==> config.mk <==
export PLATFORM = sky130hd
export DESIGN_NAME = clbi_bus_if
export DESIGN_NICKNAME = d
export VERILOG_FILES = /design/src/core/clbi_pkg.sv /design/src/core/clbi_bus_if.sv /design/src/core/clbi_fifo.sv
export VERILOG_INCLUDE_DIRS = /design/src /design/src/core
export SDC_FILE = /design/constraint.sdc
export NUM_CORES = 1
export LEC_CHECK = 0
export ABC_AREA = 1
export BUFFER_PORTS_ARGS = -buffer_cell sky130_fd_sc_hd__buf_2
export CELL_PAD_IN_SITES_DETAIL_PLACEMENT = 1
export CELL_PAD_IN_SITES_GLOBAL_PLACEMENT = 2
export CORE_UTILIZATION = 30
export DETAILED_ROUTE_END_ITERATION = 8
export GPL_TIMING_DRIVEN = 0
export HOLD_SLACK_MARGIN = 0.03
export PLACE_DENSITY = 0.59
export SLEW_MARGIN = 20
export SYNTH_ARGS = -nofsm -noshare
export SYNTH_HDL_FRONTEND = slang
export SYNTH_HIERARCHICAL = 1
export SYNTH_SLANG_ARGS = --single-unit
export TNS_END_PERCENT = 5
==> constraint.sdc <==
create_clock -name ref_clk_in -period 7.4 [get_ports ref_clk_in]
set_input_delay 0.74 -clock ref_clk_in [delete_from_list [all_inputs] [get_ports ref_clk_in]]
set_output_delay 0.74 -clock ref_clk_in [all_outputs]
set_load 0.005 [all_outputs]
==> src/core/clbi_defs.svh <==
// Constants for the local bus interface block.
`ifndef CLBI_DEFS_SVH
`define CLBI_DEFS_SVH
`define CLBI_DATA_W 64
`define CLBI_BYTES 8
`define CLBI_ADDR_W 29
`define CLBI_LINE_LSB 2
`define CLBI_BURST_BEATS 3'h4
`define CLBI_HIT_DELAY 2
`define CLBI_FLUSH_CYCLES 8'h40
`define CLBI_FIFO_DEPTH 8
`define CLBI_RATIO_2X 2'h2
`define CLBI_RATIO_3X 2'h3
`endif

==> src/core/clbi_pkg.sv <==
// Types shared by the local bus interface block.
`include "clbi_defs.svh"
package clbi_pkg;
  typedef enum logic [2:0] {
    CLBI_IDLE = 3'b000,
    CLBI_ADDR = 3'b001,
    CLBI_DATA = 3'b011,
    CLBI_HOLD = 3'b010,
    CLBI_STALL = 3'b110
  } clbi_bus_st_t;

  typedef struct packed {
    logic write;
    logic data_acc;
    logic cacheable;
    logic line_excl;
    logic [`CLBI_ADDR_W-1:0] addr;
    logic [`CLBI_DATA_W-1:0] wdata;
  } clbi_req_t;

  typedef struct packed {
    logic [`CLBI_DATA_W-1:0] value;
    logic [`CLBI_BYTES-1:0] parity;
  } clbi_data_t;

  typedef struct packed {
    logic hit;
    logic dirty;
    logic invalidate;
  } clbi_snoop_t;
endpackage

==> src/core/clbi_bus_if.sv <==
// Processor-side local bus interface: cycles, holds, inquiries, flush, errors.
`timescale 1ns/1ps
`include "clbi_defs.svh"
module clbi_bus_if
  import clbi_pkg::*;
(
  input wire logic ref_clk_in,
  input wire logic sys_rst_in,
  input wire logic clk_en_in,
  // Core request side.
  input wire clbi_req_t req_in,
  input wire logic req_valid_in,
  output logic req_ready_out,
  output clbi_data_t rd_data_out,
  output logic rd_valid_out,
  output logic rd_par_err_out,
  // Cycle control pins.
  output logic addr_strobe_n_out,
  output logic cycle_pending_req_out,
  output logic cache_flag_n_out,
  output logic data_code_out,
  output logic write_read_out,
  input wire logic xfer_done_n_in,
  input wire logic xfer_done_alt_n_in,
  input wire logic fill_allow_n_in,
  input wire logic ext_wbuf_empty_n_in,
  // Address pins, three signals each way.
  output logic [`CLBI_ADDR_W-1:0] line_addr_lines_out,
  output logic line_addr_lines_oe_out,
  input wire logic [`CLBI_ADDR_W-1:0] line_addr_lines_in,
  output logic addr_parity_out,
  input wire logic addr_parity_in,
  input wire logic addr_float_req_in,
  // Data pins.
  output clbi_data_t data_lines_out,
  output logic data_lines_oe_out,
  input wire clbi_data_t data_lines_in,
  input wire logic data_float_req_in,
  input wire logic scatter_enable_in,
  // Hold arbitration.
  input wire logic hold_req_in,
  output logic hold_ack_out,
  // Inquiry.
  input wire logic snoop_strobe_n_in,
  input wire logic snoop_invalidate_in,
  input wire logic snoop_line_valid_in,
  input wire logic snoop_line_dirty_in,
  output logic snoop_hit_n_out,
  output logic snoop_hit_dirty_n_out,
  output logic snoop_set_invalid_out,
  output logic snoop_set_shared_out,
  input wire logic snoop_done_in,
  // Strap, flush, errors, interrupt.
  input wire logic core_ratio_sel_in,
  output logic [1:0] core_ratio_out,
  input wire logic flush_n_in,
  output logic flush_busy_out,
  input wire logic fp_fault_in,
  input wire logic fp_fault_unmasked_in,
  output logic fp_error_n_out,
  input wire logic fp_error_ignore_n_in,
  output logic fp_stall_out,
  input wire logic maskable_irq_in,
  input wire logic irq_enable_flag_in,
  output logic irq_take_out
);
  typedef struct packed {
    clbi_bus_st_t bus;
    clbi_req_t cur;
    logic burst;
    logic [2:0] beats;
    logic first_done;
    logic ratio_caught;
    logic [1:0] ratio;
    logic rst_seen;
    logic addr_off;
    logic data_off;
    logic wbuf_block;
    logic [1:0] snp_pipe;
    clbi_snoop_t snp;
    logic hit_n;
    logic dirty_n;
    logic set_inv;
    logic set_shr;
    logic [7:0] flush_cnt;
    logic fp_error_n_n;
    logic stall;
    logic fbusy;
    logic irq;
    logic ads_n;
    logic cycle_pending_req;
    logic cache_n;
    logic dc;
    logic wr;
    logic hold_ack;
    clbi_data_t rdat;
    logic rvalid;
    logic perr;
  } clbi_st_t;

  clbi_st_t st_r;
  clbi_st_t st_nxt;
  clbi_req_t q_req;
  logic q_valid;
  logic q_pop;
  logic done;

  // Parity per byte: even count of ones across each byte plus its bit.
  function automatic logic [`CLBI_BYTES-1:0] byte_par(
    input logic [`CLBI_DATA_W-1:0] d);
    logic [`CLBI_BYTES-1:0] p;
    p = '0;
    for (int i = 0; i < `CLBI_BYTES; i++) begin
      p[i] = ^d[i*8 +: 8];
    end
    return p;
  endfunction

  clbi_fifo #(
    .WIDTH($bits(clbi_req_t)),
    .DEPTH(`CLBI_FIFO_DEPTH)
  ) u_fifo (
    .ref_clk_in(ref_clk_in),
    .sys_rst_in(sys_rst_in),
    .clk_en_in(clk_en_in),
    .wr_data_in(req_in),
    .wr_valid_in(req_valid_in),
    .wr_ready_out(req_ready_out),
    .rd_data_out(q_req),
    .rd_valid_out(q_valid),
    .rd_ready_in(q_pop)
  );

  assign done = !(xfer_done_n_in && xfer_done_alt_n_in);

  // A write to an owned line waits behind a non-empty external buffer.
  assign q_pop = q_valid && !hold_req_in && !st_r.hold_ack &&
                 (st_r.bus == CLBI_IDLE) &&
                 !(q_req.write && q_req.line_excl && st_r.wbuf_block);

  always_comb begin
    st_nxt = st_r;
    st_nxt.ads_n = 1'b1;
    st_nxt.rvalid = 1'b0;
    st_nxt.perr = 1'b0;
    // The strap is taken on the first enabled edge after release.
    if (!st_r.ratio_caught) begin
      st_nxt.ratio_caught = 1'b1;
      st_nxt.ratio = core_ratio_sel_in ? `CLBI_RATIO_3X
                                       : `CLBI_RATIO_2X;
    end
    st_nxt.addr_off = addr_float_req_in;
    st_nxt.data_off = data_float_req_in && scatter_enable_in;
    st_nxt.hold_ack = hold_req_in && (st_r.bus == CLBI_IDLE);
    case (st_r.bus)
      CLBI_IDLE: begin
        if (q_pop) begin
          st_nxt.bus = CLBI_ADDR;
          st_nxt.cur = q_req;
          st_nxt.ads_n = 1'b0;
          st_nxt.cycle_pending_req = 1'b1;
          st_nxt.dc = q_req.data_acc;
          st_nxt.wr = q_req.write;
          st_nxt.cache_n = !q_req.cacheable;
          st_nxt.burst = q_req.write && q_req.cacheable;
          st_nxt.beats = '0;
          st_nxt.first_done = 1'b0;
        end else begin
          st_nxt.cycle_pending_req = q_valid;
        end
      end
      CLBI_ADDR: begin
        st_nxt.bus = CLBI_DATA;
        if (st_r.cur.write) begin
          st_nxt.wbuf_block = !ext_wbuf_empty_n_in ? 1'b0 : 1'b1;
        end
        if (done) begin
          st_nxt.bus = CLBI_DATA;
        end
      end
      CLBI_DATA: begin
        // Termination counts only here; one seen in the address state is ignored.
        if (done) begin
          if (!st_r.first_done && st_r.cache_n == 1'b0 && !st_r.wr) begin
            st_nxt.burst = !fill_allow_n_in;
          end
          st_nxt.first_done = 1'b1;
          if (!st_r.wr) begin
            st_nxt.rdat = data_lines_in;
            st_nxt.rvalid = 1'b1;
            st_nxt.perr = byte_par(data_lines_in.value) !=
                          data_lines_in.parity;
          end
          st_nxt.beats = st_r.beats + 3'h1;
          if (!(st_nxt.burst) ||
              st_r.beats == `CLBI_BURST_BEATS - 3'h1) begin
            st_nxt.bus = CLBI_IDLE;
          end
        end
        st_nxt.cycle_pending_req = q_valid;
      end
      default: begin
        st_nxt.bus = CLBI_IDLE;
      end
    endcase
    if (st_r.cur.write && st_r.bus != CLBI_IDLE && !ext_wbuf_empty_n_in) begin
      st_nxt.wbuf_block = 1'b0;
    end
    if (ext_wbuf_empty_n_in == 1'b0) begin
      st_nxt.wbuf_block = 1'b0;
    end
    // Inquiry pipe: strobe refused while dirty hit shows.
    st_nxt.snp_pipe = {st_r.snp_pipe[0],
                       !snoop_strobe_n_in && st_r.dirty_n};
    if (!snoop_strobe_n_in && st_r.dirty_n) begin
      st_nxt.snp.invalidate = snoop_invalidate_in;
    end
    st_nxt.set_inv = 1'b0;
    st_nxt.set_shr = 1'b0;
    if (st_r.snp_pipe[0]) begin
      st_nxt.hit_n = !snoop_line_valid_in;
      st_nxt.dirty_n = !(snoop_line_valid_in && snoop_line_dirty_in);
      st_nxt.set_inv = snoop_line_valid_in && st_r.snp.invalidate;
      st_nxt.set_shr = snoop_line_valid_in && !st_r.snp.invalidate;
    end
    if (!st_r.dirty_n && snoop_done_in) begin
      st_nxt.dirty_n = 1'b1;
    end
    // Flush runs a fixed count; repeats are ignored meanwhile.
    if (st_r.flush_cnt != 8'h00) begin
      st_nxt.flush_cnt = st_r.flush_cnt - 8'h01;
    end else if (!flush_n_in) begin
      st_nxt.flush_cnt = `CLBI_FLUSH_CYCLES;
    end
    st_nxt.fbusy = st_nxt.flush_cnt != 8'h00;
    st_nxt.fp_error_n_n = !(fp_fault_in && fp_fault_unmasked_in);
    // Registered so the stall pin cannot glitch with the ignore input.
    st_nxt.stall = !st_nxt.fp_error_n_n && fp_error_ignore_n_in;
    st_nxt.irq = maskable_irq_in && irq_enable_flag_in &&
                 (st_nxt.flush_cnt == 8'h00);
  end

  always_ff @(posedge ref_clk_in or posedge sys_rst_in) begin
    if (sys_rst_in) begin
      st_r <= '0;
      st_r.ads_n <= 1'b1;
      st_r.cache_n <= 1'b1;
      st_r.hit_n <= 1'b1;
      st_r.dirty_n <= 1'b1;
      st_r.fp_error_n_n <= 1'b1;
      st_r.ratio <= `CLBI_RATIO_2X;
    end else if (clk_en_in) begin
      st_r <= st_nxt;
    end
  end

  assign addr_strobe_n_out = st_r.ads_n;
  assign cycle_pending_req_out = st_r.cycle_pending_req;
  assign cache_flag_n_out = st_r.cache_n;
  assign data_code_out = st_r.dc;
  assign write_read_out = st_r.wr;
  assign line_addr_lines_out = st_r.cur.addr;
  assign addr_parity_out = ^st_r.cur.addr[`CLBI_ADDR_W-1:`CLBI_LINE_LSB];
  assign line_addr_lines_oe_out = !st_r.addr_off && !st_r.hold_ack;
  assign data_lines_out.value = st_r.cur.wdata;
  assign data_lines_out.parity = byte_par(st_r.cur.wdata);
  assign data_lines_oe_out = st_r.wr && st_r.bus == CLBI_DATA &&
                             !st_r.data_off && !st_r.hold_ack;
  assign hold_ack_out = st_r.hold_ack;
  assign snoop_hit_n_out = st_r.hit_n;
  assign snoop_hit_dirty_n_out = st_r.dirty_n;
  assign snoop_set_invalid_out = st_r.set_inv;
  assign snoop_set_shared_out = st_r.set_shr;
  assign core_ratio_out = st_r.ratio;
  assign flush_busy_out = st_r.fbusy;
  assign fp_error_n_out = st_r.fp_error_n_n;
  assign fp_stall_out = st_r.stall;
  assign irq_take_out = st_r.irq;
  assign rd_data_out = st_r.rdat;
  assign rd_valid_out = st_r.rvalid;
  assign rd_par_err_out = st_r.perr;

  AST_ADS_CYCLE_PENDING_REQ: assert property (@(posedge ref_clk_in) disable iff (sys_rst_in)
    !addr_strobe_n_out |-> cycle_pending_req_out)
    else $error("request low with strobe");
  AST_HIT_TWO: assert property (@(posedge ref_clk_in) disable iff (sys_rst_in)
    clk_en_in && !snoop_strobe_n_in && snoop_hit_dirty_n_out ##1 clk_en_in
    ##1 clk_en_in |=> snoop_hit_n_out == $past(!snoop_line_valid_in))
    else $error("hit not two clocks after strobe");
  AST_DATA_OE: assert property (@(posedge ref_clk_in) disable iff (sys_rst_in)
    data_lines_oe_out |-> write_read_out && !hold_ack_out)
    else $error("data driven outside write");
  AST_DFLOAT: assert property (@(posedge ref_clk_in) disable iff (sys_rst_in)
    clk_en_in && data_float_req_in && scatter_enable_in |=> !data_lines_oe_out)
    else $error("data not floated");
  AST_AFLOAT: assert property (@(posedge ref_clk_in) disable iff (sys_rst_in)
    clk_en_in && addr_float_req_in |=> !line_addr_lines_oe_out)
    else $error("address not floated");
  AST_IRQ: assert property (@(posedge ref_clk_in) disable iff (sys_rst_in)
    irq_take_out |-> $past(irq_enable_flag_in))
    else $error("interrupt while masked");
  AST_INV: assert property (@(posedge ref_clk_in) disable iff (sys_rst_in)
    !(snoop_set_invalid_out && snoop_set_shared_out))
    else $error("line both invalid and shared");
  AST_FLUSH: assert property (@(posedge ref_clk_in) disable iff (sys_rst_in)
    flush_busy_out |-> !irq_take_out)
    else $error("interrupt during flush");
  COV_WRITE: cover property (@(posedge ref_clk_in) data_lines_oe_out);
  COV_DIRTY: cover property (@(posedge ref_clk_in) !snoop_hit_dirty_n_out);
  COV_HOLD: cover property (@(posedge ref_clk_in) hold_ack_out);
endmodule

==> src/core/clbi_fifo.sv <==
// Request FIFO with valid and ready on both sides.
`timescale 1ns/1ps
module clbi_fifo #(
  parameter int WIDTH = 8,
  parameter int DEPTH = 8
) (
  input wire logic ref_clk_in,
  input wire logic sys_rst_in,
  input wire logic clk_en_in,
  input wire logic [WIDTH-1:0] wr_data_in,
  input wire logic wr_valid_in,
  output logic wr_ready_out,
  output logic [WIDTH-1:0] rd_data_out,
  output logic rd_valid_out,
  input wire logic rd_ready_in
);
  localparam int AW = $clog2(DEPTH);
  typedef struct packed {
    logic [AW:0] wp;
    logic [AW:0] rp;
  } clbi_fifo_st_t;
  clbi_fifo_st_t st_r;
  clbi_fifo_st_t st_nxt;
  logic [WIDTH-1:0] mem [DEPTH];
  logic full;
  logic empty;
  logic push;
  logic pop;

  assign empty = st_r.wp == st_r.rp;
  assign full = (st_r.wp[AW] != st_r.rp[AW]) &&
                (st_r.wp[AW-1:0] == st_r.rp[AW-1:0]);
  assign wr_ready_out = !full;
  assign rd_valid_out = !empty;
  assign rd_data_out = mem[st_r.rp[AW-1:0]];
  assign push = wr_valid_in && !full && clk_en_in;
  assign pop = rd_ready_in && !empty && clk_en_in;

  always_comb begin
    st_nxt = st_r;
    if (push) begin
      st_nxt.wp = st_r.wp + 1'b1;
    end
    if (pop) begin
      st_nxt.rp = st_r.rp + 1'b1;
    end
  end

  always_ff @(posedge ref_clk_in) begin
    if (push) begin
      mem[st_r.wp[AW-1:0]] <= wr_data_in;
    end
  end

  always_ff @(posedge ref_clk_in or posedge sys_rst_in) begin
    if (sys_rst_in) begin
      st_r <= '0;
    end else begin
      st_r <= st_nxt;
    end
  end
endmodule

=== Yosys cells after proc, flatten, opt, wreduce, memory -nomap -nowiden ===
Memory sizes are Yosys's and may differ from the RTL's.
Index checks and enable logic that the tools add are counted.
Widths: inputs -> output; s select.

* Add/subtract/negate cells: 4
* Order comparisons: 0
* Shift operators: 0
* Equality and inequality tests: 12
* Reduce and logical (&&, ||, !) cells: 86
* Muxes and demuxes: 27
* Multipliers: 0
* Divide/modulo/power cells: 0
* Bitwise gates (word level): 4

{| class="wikitable"
|+ Operator list
! operator !! number
|-
| $reduce_xor 8->1 || 16
|-
| $mux 105 || 1
|-
| $logic_and 1x1->1 || 32
|-
| $reduce_xor 27->1 || 1
|-
| $logic_not 1->1 || 19
|-
| $mux 8 || 2
|-
| $reduce_bool 8->1 || 2
|-
| $mux 1 || 14
|-
| $reduce_and 4->1 || 3
|-
| $pmux 5 s2 || 1
|-
| $reduce_and 2->1 || 5
|-
| $mux 3 || 3
|-
| $pmux 3 s3 || 1
|-
| $add 4x1->4 const B || 2
|-
| $logic_not 8->1 || 1
|-
| $ne 8x8->1 || 1
|-
| $sub 8x1->8 const B || 1
|-
| $eq 3x2->1 const B || 2
|-
| $mux 2 || 3
|-
| $ne 3x1->1 const B || 2
|-
| $reduce_and 3->1 || 2
|-
| $mux 5 || 1
|-
| $eq 4x4->1 || 1
|-
| $ne 2x2->1 const B || 2
|-
| other kinds (11) || 15
|}

* Logic and storage cells: 170
* Memories kept: 1
* Bits in read-only memories: 0
* Latch bits: 0
* Register bits after elaboration: 215
* Bits of input ports: 223
* Bits in writable memories: 776

{| class="wikitable"
|+ Memory list
! memory !! depth !! width !! rd ports !! clocked after memory_dff !! wr ports !! RTL line !! source
|-
| u_fifo.mem || 8 || 97 || 1 || 0 || 1 || clbi_fifo.sv:24 || <nowiki>logic [WIDTH-1:0] mem [DEPTH];</nowiki>
|}

=== Depth between registers and ports, before layout ===
* Depth in word-level cells: 11
* Gate-level depth with buffers: 17

=== By module ===
Netlist, hierarchy kept.

{| class="wikitable"
|+ By module, submodules not included
! module !! area each (um^2) !! cells an instance !! instances
|-
| clbi_fifo || 30346.6 || 2280 || 1
|-
| clbi_bus_if || 11050.6 || 1173 || 1
|}

=== Worst setup path before layout ===
No wires, ideal clock.

* Kind: input port to flip-flop
* Start point: input clk_en_in
* End point: memory u_fifo/mem[0][0] (netlist name), enable pin
* Path buffers: 2
* Data arrival time: 5.357 ns
* Stages: 4
* Slack: 1.489 ns
* Cell sequence: buf_1 > nand3_2 > buf_4 > nor2_1

* Longest elaborated chain between the ends: 3

{| class="wikitable"
|+ RTL lines
! what !! RTL line !! source
|-
| start, declared || clbi_bus_if.sv:9 || <nowiki>input wire logic clk_en_in,</nowiki>
|-
| $logic_and 1x1->1 || clbi_fifo.sv:36 || <nowiki>assign push = wr_valid_in && !full && clk_en_in;</nowiki>
|-
| $mux 1 || clbi_fifo.sv:50 || <nowiki>if (push) begin</nowiki>
|-
| $mux 1 (not written as such) || clbi_fifo.sv:51 || <nowiki>mem[st_r.wp[AW-1:0]] <= wr_data_in;</nowiki>
|-
| end, declared || clbi_fifo.sv:24 ||
|}

Every way passes these cells.

==> results.md <==
* Status: completed
* Reg power frac at 35.7%
* Hold depth at 2
* Synth async-reset ratio at 21.4%
* Slew headroom at 47.9%
* Global-route wire length before repair at 197,000 um
* Mapped Avg Cell Area at 12.0 sq um
* Final net count at 4,236
* H-tree Lvls at 3
* FMAX at 0.260 GHz
* CTS clk-pin slew, worst paths at 0.06 ns
* Reg2reg end: data_lines_out[61]$_DFFE_PP0P_
* Clk root buf: clkbuf_16
* Setup Skew at 0.0448 ns
* Hold endpoint: snoop_hit_n_out$_DFFE_PP1P_
* Largest net degree at the start of global routing at 90
* DR vias at ~28,000
* Insertion delay to the later sink of the worst-skew pair at 0.73 ns
* Min-Delay Path Class: input port to flip-flop
* Initial antenna violation count at 33
* DRT Wirelength at 134,000 um
* Top FF cell, synth: edfxtp_1
* Row count at between 100 and 150
* WP data arrival at 4.45 ns
* Die Ht at between 300 and 400 um
* GR Util All Layers at 19.1%
* Switch share at 36.2%
* Area growth, synth to finish at 22.2%
* CP max-delay cell: dfrtp_1
* Routed len/inst at ~23 um
* TritonCTS Buffers at 112
* CP peak stage delay at 0.70 ns
* Pwr/cell area at 402 nW/um^2
* Max Slew Vio Count at 0
* Longest Clk Path Bufs at 3
* Gp weighted congestion at 0.738
* Routed Antenna Nets at 0
* Internal Pwr Total at 0.0130 W
* Buf/Inv on CP at 5
* Die ar. at 139,000 sq um
* Final period demand of the worst path at 3.84 ns
* Vias in the first global route at 28,700
* Worst slew pin tran at 0.780 ns
* DRC at 0
* CTS sink count at 987
* Hold slack at 0.252 ns
* Number of DRC markers in iteration 0 at roughly 1,500
* Detailed Routing Iterations Pass 1 at 6
* Dominant cell type by area after synthesis: edfxtp_1
* Fillers at 14,700
* Clk pwr share at 27.2%
* Crit path cell chain: buf_6 > inv_2 > buf_4 > clkbuf_1 > o21ai_0 > o22ai_1 > nand2_1 > nand2_1 > nand3_1 > nand2_2 > nor2_8 > buf_4 > mux2_2
* Period utilisation layout at roughly half
* Placement Cell Area at 46,900 sq um
* I/O pin count at between 400 and 500
* Flops & latches, synth at 987
* R2r startpoint: u_fifo/st_r[0]$_DFFE_PP0P_
* Final hold vios at 0
* Finished Cell Area at a little over 50,000 sq um
* Worst R2R Path Depth at 13
* IO buf count at slightly below 400
* Startpoint of the worst hold path: snoop_line_valid_in
* Comb pwr share at between 30 and 40%
* Synth unique cells at 40
* CP max FO at 10
* Crit path kind: flip-flop to flip-flop
* Synthesized Nets at 3,685
* Die Width at 373 um
* Total core area at 136,000 sq um
* Pwr Total at roughly 0.020 W
* EDFF count, synth at 776
* Setup Buffers After CTS at 0
* Switching Power at between 0.007 and 0.008 W
* Cell Area, Synth at a little over 40,000 sq um
* Total global routing overflow at 0
* Share of the synthesized area in the top cell type at 56.3%
* Final setup viols at 0
* Number of synthesis warnings at 6
* Max IR drop VDD at around 260 uV
* RSZ-0062 raised after global routing: false
* Crit path max-delay family: buffers and inverters
* Sequential area share after synthesis at 69.1%
* Top cells by area, synth: edfxtp_1, dfrtp_1, nand2_1, o21ai_0, nor2_1
* Final core occ at about 37%
* Detailed Place HPWL at 93,200 um
* Initial Utilization at 30.4%
* Worst Path Required at 8.01 ns
* LEAKAGE at a little under 20 nW
* Layout cell share with drive strength beyond 1 at 23.4%
* R2r setup slk at 3.56 ns
* Max Cap Viol at 0
* Vias/cell at 4.75
* Final Worst Setup Slack at 3.56 ns
* Cells after synthesis at 3,453
* Placement Setup Slack at 3.46 ns
* CTS tree: done
* CP endpoint kind: flip-flop
* CP startpoint kind: flip-flop
==> cell type report <==
cell class | count | area, sq um | area share [%]
antenna | 3 | 7.51 | 0.0148
buffer | 351 | 2210 | 4.38
clock buffer | 157 | 3200 | 6.32
clock inverter | 50 | 465 | 0.920
inverter | 92 | 353 | 0.698
multi-input combinational | 2023 | 10300 | 20.4
sequential | 987 | 28600 | 56.5
tap | 1781 | 2230 | 4.41
timing repair buffer | 437 | 3210 | 6.35
==> synthesized netlist by cell type, types with 9 or more instances <==
cell type,instances
a21oi_1,9
buf_4,179
o21ai_1,28
buf_2,33
buf_1,12
nand2_1,650
mux2_2,90
nand3_1,51
ha_1,9
xor2_1,34
buf_6,20
edfxtp_1,776
inv_1,88
dfrtp_1,206
nand4_1,9
o21ai_0,415
nor2_1,421
clkbuf_1,105
o22ai_1,195
xnor2_1,85
==> flip-flops by register name, summed over array words and instances (netlist names), 8 cells and up <==
signal,cells
u_fifo/mem,776
rd_data_out,72
data_lines_out,64
line_addr_lines_out,29
st_r,20
u_fifo/st_r,8
==> worst max-delay path by stage <==
stage | startpoint | endpoint | slack [ns] | cells after the start
finish | u_fifo/st_r[0]$_DFFE_PP0P_ | data_lines_out[61]$_DFFE_PP0P_ | 3.56 | 13
global route | u_fifo/st_r[0]$_DFFE_PP0P_ | data_lines_out[29]$_DFFE_PP0P_ | 3.38 | 15
CTS | u_fifo/st_r[0]$_DFFE_PP0P_ | data_lines_out[57]$_DFFE_PP0P_ | 3.44 | 13
detailed placement | u_fifo/st_r[0]$_DFFE_PP0P_ | data_lines_out[62]$_DFFE_PP0P_ | 3.46 | 13
global placement | u_fifo/st_r[0]$_DFFE_PP0P_ | u_fifo/mem[7][58]$_DFFE_PP_ | -4.19 | 8
floorplan | sys_rst_in | core_ratio_out[0]$_DFFE_PP0P_ | 1.13 | 1
==> metal layers <==
layer  wire length (um)  global-route usage [%]  vias up
met3               5900                    3.58      201
met1              60800                    25.4    14100
li1                   -                       -    13000
met2              64600                    32.0      606
met4               2900                    4.53       20
met5                134                       0        -
==> power by group through the flow <==
stage               clock network [W]  registers (W)  logic (W)
floorplan                           0        0.00726    0.00457
global placement                    0        0.00749    0.00751
detailed placement                  0        0.00740    0.00772
CTS                           0.00570        0.00729    0.00775
global route                  0.00588        0.00737    0.00835
finish                        0.00553        0.00727    0.00755
==> cell usage in the layout, fill, tap and decap left out, types with 3 or more instances in the layout <==
cell type and instances:
nand3b_1 5, clkinv_2 20, clkbuf_8 14, nand4_1 9, o21ai_0 415, buf_16 34
clkbuf_1 132, mux2_4 5, xor2_1 34, mux2_2 90, clkinv_1 13, buf_4 179
dfstp_2 5, xnor2_1 85, buf_12 19, nand2_1 650, buf_2 418, edfxtp_1 776
clkbuf_16 116, diode_2 3, o21ai_1 28, nor2_4 8, nor2_1 413, nand3_1 51
a21oi_1 9, inv_1 87, dfrtp_1 206, bufinv_16 6, buf_6 20, o22ai_1 195
clkinvlp_4 4, ha_1 9, buf_1 12, inv_2 4
==> through the flow <==
| stage | std cells | setup TNS, ns |
|---|---|---|
| after floorplan | 3453 | 0 |
| after global placement | 5619 | -3489.95 |
| after detailed placement | 5670 | 0 |
| after CTS | 5878 | 0 |
| after global routing | 5879 | 0 |
| final | 5881 | 0 |
==> logic make-up after synthesis <==
group                      share of synthesized area (%)
DFF                                                 69.1
and+or+nand+nor                                     10.8
muxes                                               2.63
buffers and inverters                               6.18
AOI/OAI and AO/OA                                   8.54
xor gates and xnor gates                            2.52
adders and majority gates                          0.272
other                                            0.00906
==> worst reg2reg max path, stage by stage, from the launching register on <==
cell and delay [ns]:
dfrtp_1 0.70, buf_6 0.29, inv_2 0.08, buf_4 0.23, clkbuf_1 0.35, o21ai_0 0.27, o22ai_1 0.09, nand2_1 0.06
nand2_1 0.19, nand3_1 0.18, nand2_2 0.12, nor2_8 0.47, buf_4 0.36, mux2_2 0.37
==> repair_timing <==
item / in CTS / in global routing
endpoints found under the hold margin: 15 / 0
resized for setup: 0 / 0
hold buffers: 1 / 0
(Power assumes the default switching activity.)
